<file path="config.mk">
export PLATFORM = sky130hd
export DESIGN_NAME = gcm_top
export DESIGN_NICKNAME = d
export VERILOG_FILES = /design/src/verilog/gcm_pkg.sv /design/src/verilog/gcm_tick_div.sv /design/src/verilog/gcm_debounce.sv /design/src/verilog/gcm_top.sv
export SDC_FILE = /design/constraint.sdc
export NUM_CORES = 1
export LEC_CHECK = 0
export BUFFER_PORTS_ARGS = -buffer_cell sky130_fd_sc_hd__buf_2
export CORE_UTILIZATION = 35
export DETAILED_ROUTE_END_ITERATION = 12
export HOLD_SLACK_MARGIN = 0.06
export PLACE_DENSITY_LB_ADDON = 0.15
export SYNTH_ARGS = -nofsm -noshare
export SYNTH_HDL_FRONTEND = slang
export SYNTH_SLANG_ARGS = --single-unit
</file>
<file path="constraint.sdc">
create_clock -name clk -period 6.28 [get_ports clk]
set_input_delay 1.256 -clock clk [delete_from_list [all_inputs] [get_ports clk]]
set_output_delay 1.256 -clock clk [all_outputs]
set_load 0.005 [all_outputs]
</file>
<file path="src/verilog/gcm_pkg.sv">
/*
 * constants for the gpio configuration and interrupt mask block: register
 * offsets, field positions, reset values and debounce timing.
 * assumes a 10 MHz clock and an apb master on the register side.
 */
// Overview of operation
// - masked source: status bit still set on event, interrupt output stays quiet
// - unmasked source: status bit set and interrupt output asserted on event
// - mask bits 7..4: powerdown, comp2 below, comp2 above, watchdog; reset 1
// - mask bits 3..0: pin5 fall, pin5 rise, pin4 fall, pin4 rise; reset 1
// - mask and pin configuration registers reinitialise on the general reset
// - pin zero sleep bit set forces pin low as output during sleep
// - sleep bit acts only when pin has a power-up slot; pin then output
// - sleep bit has no effect in active mode
// - pin zero bit 5 picks push-pull or open-drain; default from boot memory
// - shutdown reset forces open-drain select to 1 when pin is sequenced
// - bit 4 debounce: 91.5 us at 30.5 us rate, or 150 ms at 50 ms rate
// - bit 3 pulldown enable; reset 0 on pin zero, 1 on pin one
// - bit 2 direction, 1 is output; resets 0, pin zero default from boot
// - bit 1 reads pad level, reset value 1
// - bit 0 holds output level, resets 0
// - pin one bit 5 selects register value or first led pulse output
// - status bits set on event, software clears by writing 1
package gcm_pkg;
  localparam logic [11:0] OFF_MASK3 = 12'h055;
  localparam logic [11:0] OFF_PIN0 = 12'h060;
  localparam logic [11:0] OFF_PIN1 = 12'h061;
  localparam logic [11:0] OFF_STS3 = 12'h054;
  localparam logic [7:0] MASK3_RESET = 8'hFF;
  localparam logic [7:0] PIN0_RW_BITS = 8'hBD;
  localparam logic [7:0] PIN1_RW_BITS = 8'h3D;
  localparam logic [7:0] PIN0_RESET = 8'h00;
  localparam logic [7:0] PIN1_RESET = 8'h08;
  localparam int BIT_SLEEP = 7;
  localparam int BIT_ODEN = 5;
  localparam int BIT_SEL = 5;
  localparam int BIT_DEB = 4;
  localparam int BIT_PDEN = 3;
  localparam int BIT_DIR = 2;
  localparam int BIT_LEVEL = 1;
  localparam int BIT_SET = 0;
  localparam int CLK_KHZ = 10000;
  localparam int FAST_RATE_NS = 30500;
  localparam int SLOW_RATE_MS = 50;
  localparam int FAST_DEB_NS = 91500;
  localparam int SLOW_DEB_MS = 150;
  localparam int FAST_TICK_CYC = FAST_RATE_NS * CLK_KHZ / 1000000;
  localparam int SLOW_TICK_CYC = SLOW_RATE_MS * CLK_KHZ;
  // samples needed: filter time over sample period, rounded up for the fast rate, truncated for the slow
  localparam int FAST_SAMPLES = (FAST_DEB_NS + FAST_RATE_NS - 1) / FAST_RATE_NS;
  localparam int SLOW_SAMPLES = SLOW_DEB_MS / SLOW_RATE_MS;
endpackage : gcm_pkg

</file>
<file path="src/verilog/gcm_tick_div.sv">
/*
 * tick divider: one-cycle enable pulse every PERIOD clocks.
 * assumes a single clock and synchronous active-low reset.
 */
`timescale 1ns/1ns
module gcm_tick_div #(
  parameter int PERIOD = 305
) (
  // clock and reset
  input wire logic clk,
  input wire logic rstn,
  // tick
  output logic tick
);
  logic [31:0] cnt_q;
  logic [31:0] cnt_d;

  always_comb begin
    if (cnt_q >= 32'(PERIOD - 1)) begin
      cnt_d = 32'h0;
    end else begin
      cnt_d = cnt_q + 32'h1;
    end
  end

  always_ff @(posedge clk) begin
    if (!rstn) begin
      cnt_q <= 32'h0;
    end else begin
      cnt_q <= cnt_d;
    end
  end

  assign tick = (cnt_q == 32'(PERIOD - 1));
endmodule : gcm_tick_div

</file>
<file path="src/verilog/gcm_debounce.sv">
/*
 * pad debouncer: two-flop synchroniser then a sample filter that accepts
 * a new level after it is seen on a run of consecutive sample ticks.
 * assumes tick enables from dividers on the same clock.
 */
`timescale 1ns/1ns
module gcm_debounce (
  // clock and reset
  input wire logic clk,
  input wire logic rstn,
  // timing
  input wire logic slowSel,
  input wire logic fastTick,
  input wire logic slowTick,
  // pad
  input wire logic padIn,
  output logic level
);
  logic sync1_q;
  logic sync2_q;
  logic level_q;
  logic level_d;
  logic [3:0] run_q;
  logic [3:0] run_d;
  logic tick;
  logic [3:0] need;

  assign tick = slowSel ? slowTick : fastTick;
  assign need = slowSel ? 4'(gcm_pkg::SLOW_SAMPLES) : 4'(gcm_pkg::FAST_SAMPLES);

  always_comb begin
    level_d = level_q;
    run_d = run_q;
    if (tick) begin
      if (sync2_q == level_q) begin
        run_d = 4'h0;
      end else if (run_q + 4'h1 >= need) begin
        level_d = sync2_q;
        run_d = 4'h0;
      end else begin
        run_d = run_q + 4'h1;
      end
    end
  end

  always_ff @(posedge clk) begin
    if (!rstn) begin
      sync1_q <= 1'b1;
      sync2_q <= 1'b1;
      level_q <= 1'b1;
      run_q <= 4'h0;
    end else begin
      sync1_q <= padIn;
      sync2_q <= sync1_q;
      level_q <= level_d;
      run_q <= run_d;
    end
  end

  assign level = level_q;
endmodule : gcm_debounce

</file>
<file path="src/verilog/gcm_top.sv">
/*
 * gpio pin zero/one configuration and third interrupt mask register with
 * its status register, behind an apb slave.
 * assumes event pulses on clk; pad inputs asynchronous; boot defaults stable
 * while reset is low and caught on the first clock after its release.
 */
// The APB slave port is this design's own decision.
`timescale 1ns/1ns
module gcm_top (
  // clock and reset
  input wire logic clk,
  input wire logic rstn,
  // apb
  input wire logic psel,
  input wire logic penable,
  input wire logic pwrite,
  input wire logic [11:0] paddr,
  input wire logic [31:0] pwdata,
  input wire logic [3:0] pstrb,
  output logic [31:0] prdata,
  output logic pready,
  output logic pslverr,
  // interrupt sources, one-cycle pulses, bit order as mask register
  input wire logic [7:0] srcEvent,
  output logic irqOut,
  // power state and sequencing
  input wire logic sleepMode,
  input wire logic pin0InSequence,
  input wire logic shutdownReset,
  input wire logic bootOpenDrain,
  input wire logic bootPin0Out,
  input wire logic ledPulseOne,
  // pin zero pad
  input wire logic pin0PadIn,
  output logic pin0PadOut,
  output logic pin0PadOe,
  output logic pin0Pulldown,
  // pin one pad
  input wire logic pin1PadIn,
  output logic pin1PadOut,
  output logic pin1PadOe,
  output logic pin1Pulldown
);
  logic [7:0] mask_q;
  logic [7:0] mask_d;
  logic [7:0] sts_q;
  logic [7:0] sts_d;
  logic [7:0] pin0_q;
  logic [7:0] pin0_d;
  logic [7:0] pin1_q;
  logic [7:0] pin1_d;
  logic bootDone_q;
  logic bootDone_d;
  logic fastTick;
  logic slowTick;
  logic lvl0;
  logic lvl1;
  logic wrEn;
  logic [7:0] wb;
  logic [31:0] rdata_d;
  logic [31:0] rdata_q;
  logic known;
  logic sleepForce;
  logic pin0Drive;
  logic pin1Val;

  function automatic logic hit(input logic [11:0] a, input logic [11:0] off);
    hit = (a == {off[9:0], 2'b00});
  endfunction : hit

  gcm_tick_div #(.PERIOD(gcm_pkg::FAST_TICK_CYC)) uFast (
    .clk(clk),
    .rstn(rstn),
    .tick(fastTick)
  );

  gcm_tick_div #(.PERIOD(gcm_pkg::SLOW_TICK_CYC)) uSlow (
    .clk(clk),
    .rstn(rstn),
    .tick(slowTick)
  );

  gcm_debounce uDeb0 (
    .clk(clk),
    .rstn(rstn),
    .slowSel(pin0_q[gcm_pkg::BIT_DEB]),
    .fastTick(fastTick),
    .slowTick(slowTick),
    .padIn(pin0PadIn),
    .level(lvl0)
  );

  gcm_debounce uDeb1 (
    .clk(clk),
    .rstn(rstn),
    .slowSel(pin1_q[gcm_pkg::BIT_DEB]),
    .fastTick(fastTick),
    .slowTick(slowTick),
    .padIn(pin1PadIn),
    .level(lvl1)
  );

  // zero-wait apb slave
  assign pready = 1'b1;
  assign wrEn = psel && penable && pwrite && pstrb[0];
  assign wb = pwdata[7:0];
  assign known = hit(paddr, gcm_pkg::OFF_MASK3) || hit(paddr, gcm_pkg::OFF_STS3)
    || hit(paddr, gcm_pkg::OFF_PIN0) || hit(paddr, gcm_pkg::OFF_PIN1);
  assign pslverr = psel && penable && !known;

  always_comb begin
    mask_d = mask_q;
    pin0_d = pin0_q;
    pin1_d = pin1_q;
    bootDone_d = 1'b1;
    // event set wins over write-one clear
    sts_d = sts_q;
    if (wrEn && hit(paddr, gcm_pkg::OFF_STS3)) begin
      sts_d = sts_q & ~wb;
    end
    sts_d = sts_d | srcEvent;
    if (wrEn && hit(paddr, gcm_pkg::OFF_MASK3)) begin
      mask_d = wb;
    end
    if (wrEn && hit(paddr, gcm_pkg::OFF_PIN0)) begin
      pin0_d = wb & gcm_pkg::PIN0_RW_BITS;
    end
    if (wrEn && hit(paddr, gcm_pkg::OFF_PIN1)) begin
      pin1_d = wb & gcm_pkg::PIN1_RW_BITS;
    end
    if (!bootDone_q) begin
      pin0_d[gcm_pkg::BIT_ODEN] = bootOpenDrain;
      pin0_d[gcm_pkg::BIT_DIR] = bootPin0Out;
    end
    if (shutdownReset && pin0InSequence) begin
      pin0_d[gcm_pkg::BIT_ODEN] = 1'b1;
    end
  end

  always_ff @(posedge clk) begin
    if (!rstn) begin
      mask_q <= gcm_pkg::MASK3_RESET;
      sts_q <= 8'h00;
      pin0_q <= gcm_pkg::PIN0_RESET;
      pin1_q <= gcm_pkg::PIN1_RESET;
      bootDone_q <= 1'b0;
    end else begin
      mask_q <= mask_d;
      sts_q <= sts_d;
      pin0_q <= pin0_d;
      pin1_q <= pin1_d;
      bootDone_q <= bootDone_d;
    end
  end

  // read path
  always_comb begin
    rdata_d = 32'h0;
    if (hit(paddr, gcm_pkg::OFF_MASK3)) begin
      rdata_d[7:0] = mask_q;
    end else if (hit(paddr, gcm_pkg::OFF_STS3)) begin
      rdata_d[7:0] = sts_q;
    end else if (hit(paddr, gcm_pkg::OFF_PIN0)) begin
      rdata_d[7:0] = pin0_q | {6'h00, lvl0, 1'b0};
    end else if (hit(paddr, gcm_pkg::OFF_PIN1)) begin
      rdata_d[7:0] = pin1_q | {6'h00, lvl1, 1'b0};
    end
  end

  always_ff @(posedge clk) begin
    if (!rstn) begin
      rdata_q <= 32'h0;
    end else if (psel && !penable && !pwrite) begin
      rdata_q <= rdata_d;
    end
  end

  assign prdata = rdata_q;

  assign irqOut = |(sts_q & ~mask_q);

  // pin zero drive
  assign sleepForce = sleepMode && pin0InSequence && pin0_q[gcm_pkg::BIT_SLEEP];
  assign pin0Drive = sleepForce ? 1'b0 : pin0_q[gcm_pkg::BIT_SET];
  always_comb begin
    if (sleepForce || pin0_q[gcm_pkg::BIT_DIR]) begin
      if (pin0_q[gcm_pkg::BIT_ODEN] && pin0Drive) begin
        pin0PadOe = 1'b0;
      end else begin
        pin0PadOe = 1'b1;
      end
    end else begin
      pin0PadOe = 1'b0;
    end
  end
  assign pin0PadOut = pin0Drive;
  assign pin0Pulldown = pin0_q[gcm_pkg::BIT_PDEN];

  // pin one drive
  assign pin1Val = pin1_q[gcm_pkg::BIT_SEL] ? ledPulseOne : pin1_q[gcm_pkg::BIT_SET];
  assign pin1PadOut = pin1Val;
  assign pin1PadOe = pin1_q[gcm_pkg::BIT_DIR];
  assign pin1Pulldown = pin1_q[gcm_pkg::BIT_PDEN];
endmodule : gcm_top

</file>
==> impl_results.md, run 1 <==
- Slew Viols, Final: 0
- Number of remaining DRC errors: 0
- Fillcell total: approximately 1.3k
- Worst Path Arrival: approximately 2.9 ns
- Maximum fanout along the worst path: 10
- Pin count of the biggest net entering global routing: 32
- Core Region: 12800 sq um
- Leading cell types in the layout, fill and taps excluded: dfxtp_1, conb_1, buf_2, nor2_1, nand2_1
- Element type at the critical path start: input port
- Max Fclk: around 240 MHz
- Final wirelength: 9.68 mm
- Clock Sinks: 114
- Die X-Extent: roughly 120 um
- Die ar.: 13700 sq um
- Power share of the clock group: 0.518
- Synthesized area divided by synthesized cell count: a little over 9 sq um
- # diodes: 0
- Result of the run: finished, final reports clean
- Count of synthesis-stage warnings from yosys: 0
- Area overhead of the layout relative to synthesis: 22.3%
- Cell area after technology mapping: approximately 4600 sq um
- CTS-repair resized insts: 0
- Clock root buffer: clkbuf_16
- Detailed Routing Iterations Pass 1: 5
- DR vias: about 3.6k
- Final Hold Vio Count: 0
- Last weighted congestion value of the routability-driven placer: 0.812
- Htree depth: 4
- Post-synth EDFFs: 0
- VDD IR-drop max: about 0.27 mV
- Minimum setup slack after placement: between 2 and 2.5 ns
- CTS tree: done
- Count of max-cap constraint violations: 0
- Detail Placement HPWL: just over 7 mm
- Worst reg-to-reg path cell count: 6
- Global-route usage over all layers: 0.155
- Slew at the pin with the worst max-slew slack: 1.20 ns
- Clock transition at the registers of the reported paths: 0.05 ns
- TritonCTS buffer count: 17
- Antenna viol nets, final: 0
- Wire length of the first global-routing pass: about 16 mm
- Input/output buffers: 57
- Accumulated negative setup slack: 0 ns
- First DRT Iteration DRCs: roughly 250
- Combinational share of power: 0.033
- Tightest Hold Check Type: reg2reg
- Part of the Yosys area used for sequential elements: 0.493
- Insertion delay of the later-clocked pin in the worst-skew pair: 0.40 ns
- Number of vias per cell after detailed routing: around 4.7
- Cell area power density: approximately 300 nW/um^2
- Initial antenna violation count: 0
- Kind of end point of the critical path: output pin
- Proportion of total power due to net switching: 0.210
- Share of cells above drive strength 1: 0.171
- Critical Path RT: approximately 5 ns
- FF+latch area: around 2300 sq um
- Vias in the first global route: 3367
- Relative slew slack: 0.198
- Initial core utilization: 0.362
- Final setup violation count: 0
- IO Pins: 110
- Fraction of synthesis flops using an asynchronous set or reset pin: 0
- Leakage power: 2.34 nW
- Yosys reg bits: around 110
- Unrepaired setup endpoints after global routing: false
- Multi-input logic area: ~2200 sq um
- Post-Route Skew: 0.0110 ns
- Number of cells produced by synthesis: 499
- Buffer depth of the longest clock path: 2
- Time the worst path needs with I/O delays and setup: around 4.1 ns
- Avg WL per Cell: around 12 um
- Type of the setup path with the least slack: in2out
- Int Power: about 1.3 mW
- GR Overflow Total: 0
- Chip height: 117 um
- Final worst slack: between 2 and 2.5 ns
- Commonest non-fill, non-tap cell in the layout: dfxtp_1
- Worst Hold Depth: 1
- Final period util: 0.659
- Synth cell types: 54
- Setup fix buffers added after clock tree synthesis: 0
- Number of core rows: 41
- Ys flop type: dfxtp_1
- Power dissipated by switching net loads: 352 uW
- Fin nets: ~670
- Cts hold-fix bufs: 0
- Register share of total power: 0.448
==> kinds of logic (layout without fill, tap and decap cells) <==
| logic type | Yosys count | count (layout) | synth area share |
|---|---|---|---|
| flip-flops | 114 | 114 | 0.493 |
| multiplexers | 11 | 11 | 0.0241 |
| AND/OR/NAND/NOR | 210 | 210 | 0.241 |
| buffers and inverters | 59 | 110 | 0.0687 |
| adder cells (fa/ha/maj) | 7 | 7 | 0.0189 |
| AO/OA/AOI/OAI | 70 | 70 | 0.103 |
| other | 2 | 61 | 0.00162 |
| XOR/XNOR | 26 | 26 | 0.0492 |
==> power groups by stage <==
stage	Clock [mW]	Sequential, mW	Combinational (mW)
3_3_place_gp	0	0.766	0.0552
4_1_cts	0.890	0.752	0.0557
3_5_place_dp	0	0.766	0.0555
5_1_grt	0.933	0.753	0.0657
2_1_floorplan	0	0.764	0.0419
6_report	0.869	0.752	0.0560
==> metal layers <==
layer  track usage  vias to the layer above  wire length (um)
met5             0                        -                 0
li1              -                     1870                 -
met2         0.249                      116              4330
met4        0.0641                        0               163
met1         0.191                     1643              4610
met3        0.0505                       11               587
==> flip-flops by register name, summed over array words and instances, names as in the netlist <==
register       count
bootDone_q         1
mask_q             8
pin0_q             6
pin1_q             5
prdata             8
sts_q              8
uDeb0.level        1
uDeb0.run_q        4
uDeb0.sync1_q      1
uDeb0.sync2_q      1
uDeb1.level        1
uDeb1.run_q        4
uDeb1.sync1_q      1
uDeb1.sync2_q      1
uFast.cnt_q       32
uSlow.cnt_q       32
==> final cells by class <==
cell class / instances / share of cell area
Tap cell: 172 / 0.0380
Inverter: 21 / 0.0139
Timing Repair Buffer: 57 / 0.0504
Clock buffer: 21 / 0.0814
Multi-Input combinational cell: 385 / 0.398
Sequential cell: 114 / 0.403
Clock inverter: 11 / 0.0155
==> metrics by stage <==
stage / hold slack [ns] / instance area (sq um) / power, mW / instances / util
CTS: 0.408 / 5660 / 1.70 / 781 / 0.443
global route: 0.430 / 5660 / 1.75 / 781 / 0.443
finish: 0.402 / 5660 / 1.68 / 781 / 0.443
detailed placement: 0.398 / 5110 / 0.822 / 749 / 0.400
floorplan: 0.386 / 4850 / 0.806 / 558 / -
global placement: 0.397 / 5110 / 0.821 / 749 / 0.400
==> cell usage after synthesis (all sizes together), types with 6 or more instances <==
cell / number / area share
dfxtp: 114 / 0.49
nor2: 54 / 0.044
nand2: 39 / 0.032
nand3: 29 / 0.031
buf: 28 / 0.044
a21oi: 25 / 0.027
inv: 21 / 0.017
nor3: 17 / 0.021
nand4: 16 / 0.022
xor2: 15 / 0.028
nor4: 14 / 0.025
xnor2: 11 / 0.021
clkbuf: 10 / 0.0081
mux2i: 10 / 0.022
o21a: 9 / 0.015
and3: 8 / 0.011
ha: 7 / 0.019
and4: 6 / 0.011
o21ai: 6 / 0.0065
==> worst max-delay path: stages <==
cell and delay [ns]:
buf_2 0.10, nor4_1 0.78, and3_1 0.53, nor3_1 0.08, buf_2 0.14
==> final timing paths <==
path,start,endpoint,slack (ns)
min reg2reg,uDeb1.sync1_q,uDeb1.sync2_q,0.40
min,uDeb1.sync1_q,uDeb1.sync2_q,0.40
max reg2reg,uSlow.cnt_q[0],uSlow.cnt_q[11],3.90
max,paddr[5],pslverr,2.14
(Power assumes the default switching activity.)
==> inputs of run 2 (changes only) <==
==> constraint.sdc (replaced) <==
create_clock -name clk -period 4 [get_ports clk]
set_input_delay 0.8 -clock clk [delete_from_list [all_inputs] [get_ports clk]]
set_output_delay 0.8 -clock clk [all_outputs]
set_load 0.005 [all_outputs]
==> run 2 against run 1 <==
Effect of this change: critical path depth stayed put; total power increased by 57%; sequential power is 57% higher; critical endpoint unchanged; highest routed layer unchanged; clock skew is 0.0061 ns lower; design area rose by 0.38%; die area stayed put; global-route usage rose by 0.23 points; flip-flop and latch count is the same; first-iteration DRC count decreased by 15%; sequential share of layout area is 0.15 points lower.
==> impl_results.md, run 2 (synthesis results as in run 1) <==
- Clock root buffer: clkbuf_16
- Count of max-cap constraint violations: 0 (unchanged)
- Final period util: 0.740
- Cell chain of the critical path: buf_2 -> nor4b_2 -> and3_1 -> nor3_1 -> buf_2
- Regs by FF count: uFast.cnt_q x32, uSlow.cnt_q x32
- Accumulated negative setup slack: 0 ns (unchanged)
- Final Hold Vio Count: 0 (unchanged)
- Global-route usage over all layers: 0.157 (+0.00233)
- Slowest cell on the critical path: nor4b_2
- Input/output buffers: 57 (unchanged)
- Fillcell total: 1269 (+0.32%)
- CTS tree: done
- Wire length of the first global-routing pass: 15.9 mm (-0.18%)
- Fin nets: 675 (+0.45%)
- Number of core rows: 41 (unchanged)
- Die X-Extent: 117 um (unchanged)
- Final wirelength: 9.93 mm (+2.5%)
- Reg-to-reg critical path endpoint: uDeb0.level
- DR vias: 3728 (+2.4%)
- Unrepaired setup endpoints after global routing: false
- Detailed Routing Iterations Pass 1: 5 (unchanged)
- Last weighted congestion value of the routability-driven placer: 0.832 (+2.6%)
- CTS-repair resized insts: 0 (unchanged)
- Vias in the first global route: 3360 (-0.21%)
- Critical Path Source: paddr[9]
- Initial core utilization: 0.362 (unchanged)
- Htree depth: 4 (unchanged)
- Commonest non-fill, non-tap cell in the layout: dfxtp_1
- Core Region: 12800 sq um (unchanged)
- Number of vias per cell after detailed routing: 4.77 (+2.3%)
- Clock transition at the registers of the reported paths: 0.05 ns (about the same)
- Final setup violation count: 0 (unchanged)
- Type of the setup path with the least slack: in2out
- VDD IR-drop max: 0.254 mV (-7.5%)
- Global Route met2 Usage: 0.261 (+0.0122)
- Number of remaining DRC errors: 0 (unchanged)
- Total design power: 2.64 mW (+57%)
- Die ar.: 13700 sq um (unchanged)
- Slew at the pin with the worst max-slew slack: 0.812 ns (-0.390 ns)
- Insertion delay of the later-clocked pin in the worst-skew pair: 0.40 ns (about the same)
- Number of stages on the worst setup path: 5 (unchanged)
- Max Fclk: between 300 and 400 MHz
- TritonCTS buffer count: 17 (unchanged)
- Relative slew slack: 0.458 (+0.261)
- GR Overflow Total: 0 (unchanged)
- Time the worst path needs with I/O delays and setup: approximately 3.0 ns
- Avg WL per Cell: 12.7 um (+2.4%)
- Met3 capacity usage during global routing: 0.0546 (+0.00412)
- IO Pins: 110 (unchanged)
- Area overhead of the layout relative to synthesis: 22.7%
- Clock Sinks: 114 (unchanged)
- Maximum fanout along the worst path: 10 (unchanged)
- Pin count of the biggest net entering global routing: 32 (unchanged)
- Layer with the highest usage after global routing: met2
- End point of the critical path: pslverr
- Detail Placement HPWL: 7.25 mm (+2.0%)
- Worst reg-to-reg path cell count: 5 (-1)
- Result of the run: finished, final reports clean
- Cts hold-fix bufs: 0 (unchanged)
- Cell occurring most often along the worst timing path: buf_2
- Slew Viols, Final: 0 (unchanged)
- Element type at the critical path start: input port
- Critical Path RT: 3.20 ns (-1.82 ns)
- Post-Route Skew: 0.00486 ns (-0.00610 ns)
- Largest incremental delay on the critical path: 0.55 ns (-0.23 ns)
- Buf/Inv on CP: 2 (unchanged)
- Leakage power: 2.36 nW (+0.95%)
- Share of cells above drive strength 1: 0.170 (-0.000280)
- GR Layer Usage met1: 0.185 (-0.00567)
- # diodes: 0 (unchanged)
- Tightest Hold Check Type: reg2reg
- Fin util: 0.445 (+0.00167)
- Worst setup slack for register-to-register paths: 1.72 ns (-2.18 ns)
- Cell area power density: 465 nW/um^2 (+57%)
- Buffer depth of the longest clock path: 2 (unchanged)
- Chip height: 117 um (unchanged)
- Kind of end point of the critical path: output pin
- First DRT Iteration DRCs: 211 (-15%)
- Antenna viol nets, final: 0 (unchanged)
- Initial antenna violation count: 0 (unchanged)
- Crit path max-delay family: simple AND/OR/NAND/NOR gates
- Setup fix buffers added after clock tree synthesis: 0 (unchanged)
- Leading cell types in the layout, fill and taps excluded: dfxtp_1, conb_1, buf_2, nor2_1, nand2_1
- Worst Path Arrival: 2.16 ns (-0.72 ns)
- Worst r2r src: uSlow.cnt_q[10]
run 2: worst reg2reg max path: cells and delay by family, from the launching register on:
family	cells	cell delay, ns
simple gates	3	1.44
compound gates	1	0.23
flops	1	0.34
mux	1	0.19
run 2: worst min path at each step:
stage | depth (start not counted) | from | slack (ns) | endpoint
2_1_floorplan | 1 | uDeb0.sync1_q | 0.39 | uDeb0.sync2_q
3_3_place_gp | 1 | uDeb0.sync1_q | 0.39 | uDeb0.sync2_q
3_5_place_dp | 1 | uDeb1.sync1_q | 0.40 | uDeb1.sync2_q
4_1_cts | 1 | uDeb1.sync1_q | 0.41 | uDeb1.sync2_q
5_1_grt | 1 | uDeb1.sync1_q | 0.42 | uDeb1.sync2_q
6_report | 1 | uDeb1.sync1_q | 0.40 | uDeb1.sync2_q
run 2: per-stage QoR:
step | hold WS, ns | cell area, sq um | worst slack, ns | cells
4_1_cts | 0.410 | 5680 | 1.07 | 782
5_1_grt | 0.419 | 5680 | 0.900 | 782
6_report | 0.405 | 5680 | 1.04 | 782
3_5_place_dp | 0.398 | 5130 | 1.05 | 752
2_1_floorplan | 0.386 | 4850 | 1.33 | 558
3_3_place_gp | 0.394 | 5130 | 1.05 | 752
run 2: where the power goes:
part / internal, mW / total (mW) / switching, mW / leakage [nW]
registers: 1.17 / 1.18 / 0.0115 / 0.937
clock network: 0.904 / 1.37 / 0.465 / 0.275
logic: 0.0359 / 0.0899 / 0.0540 / 1.15
run 2: final cells by class:
type | count | area (sq um) | area share
sequential | 114 | 2280 | 0.402
multi-input combinational | 385 | 2250 | 0.396
clock buffer | 24 | 492 | 0.0866
timing repair buffer | 60 | 308 | 0.0542
tap | 172 | 215 | 0.0379
inverter | 21 | 78.8 | 0.0139
clock inverter | 6 | 55.1 | 0.00969
run 2: routing by layer:
layer	part of all wire	routed length, um	up-vias
met3	0.066	658	14
met1	0.45	4490	1720
li1	-	-	1875
met2	0.47	4630	119
met4	0.015	147	0
met5	0	0	-
==> inputs of run 3 (changes only) <==
==> constraint.sdc (replaced) <==
create_clock -name clk -period 2.85 [get_ports clk]
set_input_delay 0.57 -clock clk [delete_from_list [all_inputs] [get_ports clk]]
set_output_delay 0.57 -clock clk [all_outputs]
set_load 0.005 [all_outputs]
==> run 3 against run 2 <==
Effect of this change: cell count grew 0.90%; count of clock-buffer cells in the layout shrank 7; routed wire length grew 0.52%; worst hold slack lost 0.071 ns; sequential share of layout area shrank 0.29 points; combinational power grew 41%; design area grew 0.73%; register-to-register slack lost 1.1 ns; first-iteration DRC count grew 1.9%; global-route usage grew 0.44 points; critical path depth is the same; critical endpoint is now uDeb0.level; largest power group unchanged.
==> impl_results.md, run 3 (synthesis results as in run 1) <==
- CTS-repair resized insts: 0 (unchanged)
- Result of the run: finished, final reports clean
- Core Region: 12800 sq um (unchanged)
- Layer with the highest usage after global routing: met2
- Fin nets: 680 (+0.74%)
- Count of max-cap constraint violations: 0 (unchanged)
- Number of remaining DRC errors: 0 (unchanged)
- GR Layer Usage met1: 0.187 (+0.00207)
- Last weighted congestion value of the routability-driven placer: 0.820 (-1.5%)
- Detail Placement HPWL: 7.30 mm (+0.77%)
- Setup fix buffers added after clock tree synthesis: 0 (unchanged)
- Chip height: 117 um (unchanged)
- Non-Filler Cell Area, Final: 5720 sq um (+0.73%)
- Global Route met2 Usage: 0.271 (+0.0107)
- Cell area power density: 647 nW/um^2 (+39%)
- GR Overflow Total: 0 (unchanged)
- Relative slew slack: 0.475 (+0.0170)
- TritonCTS buffer count: 17 (unchanged)
- Total design power: 3.70 mW (+40%)
- Worst Path Arrival: 2.58 ns (+0.42 ns)
- CTS tree: done
- VDD IR-drop max: 0.387 mV (+52%)
- Cts hold-fix bufs: 0 (unchanged)
- Input/output buffers: 57 (unchanged)
- Slew Viols, Final: 0 (unchanged)
- First DRT Iteration DRCs: 215 (+1.9%)
- Fillcell total: 1278 (+0.71%)
- Area overhead of the layout relative to synthesis: 23.6%
- Die X-Extent: 117 um (unchanged)
- Die ar.: 13700 sq um (unchanged)
- Commonest non-fill, non-tap cell in the layout: dfxtp_1
- Leakage power: 2.38 nW (+0.72%)
- Pin count of the biggest net entering global routing: 31 (-3.1%)
- Clock transition at the registers of the reported paths: 0.06 ns (about the same)
- Htree depth: 4 (unchanged)
- Share of cells above drive strength 1: 0.185 (+0.0143)
- Global-route usage over all layers: 0.161 (+0.00437)
- Worst Hold Depth: 2 (+1)
- Post-Route Skew: 0.00814 ns (+0.00328 ns)
- Wire length of the first global-routing pass: 16.5 mm (+3.6%)
- Slew at the pin with the worst max-slew slack: 0.786 ns (-0.0255 ns)
- Initial antenna violation count: 0 (unchanged)
- Accumulated negative setup slack: 0 ns (unchanged)
- Maximum fanout along the worst path: 5 (-5)
- Regs by FF count: uFast.cnt_q x32, uSlow.cnt_q x32
- Avg WL per Cell: 12.6 um (-0.37%)
- Type of the setup path with the least slack: reg2reg
- Initial core utilization: 0.362 (unchanged)
- Worst setup slack for register-to-register paths: 0.62 ns (-1.10 ns)
- Vias in the first global route: 3511 (+4.5%)
- DR vias: 3692 (-0.97%)
- Insertion delay of the later-clocked pin in the worst-skew pair: 0.41 ns (about the same)
- IO Pins: 110 (unchanged)
- Critical Path RT: 3.19 ns (about the same)
- Kind of end point of the critical path: flip-flop
- Final wirelength: 9.98 mm (+0.52%)
- Placed Area: 5170 sq um (+0.73%)
- Detailed Routing Iterations Pass 1: 4 (-1)
- Tightest Hold Check Type: in2reg
- Worst reg-to-reg path cell count: 5 (unchanged)
- # diodes: 0 (unchanged)
- Unrepaired setup endpoints after global routing: false
- Buffer depth of the longest clock path: 2 (unchanged)
- Max Fclk: between 400 and 500 MHz
- Number of core rows: 41 (unchanged)
- Clock Sinks: 114 (unchanged)
- Time the worst path needs with I/O delays and setup: about 2.2 ns
- Number of vias per cell after detailed routing: 4.68 (-1.8%)
- Met3 capacity usage during global routing: 0.0608 (+0.00618)
- Clock root buffer: clkbuf_16
- Final Hold Vio Count: 0 (unchanged)
- Antenna viol nets, final: 0 (unchanged)
- Final period util: 0.784
- Element type at the critical path start: flip-flop
- Leading cell types in the layout, fill and taps excluded: dfxtp_1, conb_1, buf_2, nor2_1, nand2_1
- Final setup violation count: 0 (unchanged)
==> run 3: worst paths after layout <==
path | startpoint | end
max | uSlow.cnt_q[10] | uDeb0.level
min reg2reg | uDeb1.sync1_q | uDeb1.sync2_q
min | pin0PadIn | uDeb0.sync1_q
max reg2reg | uSlow.cnt_q[10] | uDeb0.level
==> run 3: layer usage <==
metal | vias up | part of all wire | wire length (um)
li1 | 1885 | - | -
met1 | 1691 | 0.46 | 4570
met2 | 105 | 0.47 | 4690
met3 | 11 | 0.062 | 620
met4 | 0 | 0.0099 | 99
met5 | - | 0 | 0
==> run 3: report_power, final <==
group / leakage, nW / internal, mW / total (mW) / switching (mW)
logic: 1.17 / 0.0524 / 0.127 / 0.0750
registers: 0.937 / 1.64 / 1.65 / 0.0165
clock network: 0.266 / 1.13 / 1.92 / 0.793
==> run 3: metrics by stage <==
step	utilization	cells	hold slack [ns]	worst slack, ns
after floorplan	-	558	0.386	0.583
after global routing	0.448	789	0.325	0.410
after global placement	0.405	757	0.392	0.516
after CTS	0.448	789	0.316	0.587
final	0.448	789	0.334	0.616
after detailed placement	0.405	757	0.398	0.523
==> run 3: worst max-delay path, cell delays in order (launching register included) <==
cell and delay, ns:
dfxtp_1 0.35, or4_4 0.55, or4_4 0.57, nor4_4 0.31, o22a_1 0.21, mux2i_1 0.17
==> run 3: area by class of cell <==
type | instances | area [sq um] | share of cell area
flip-flops and latches | 114 | 2280 | 0.399
multi-input cells | 385 | 2250 | 0.393
clock buffers | 17 | 425 | 0.0743
repair buffers | 65 | 345 | 0.0604
well taps | 172 | 215 | 0.0376
clock inverters | 15 | 125 | 0.0219
inverters | 21 | 78.8 | 0.0138
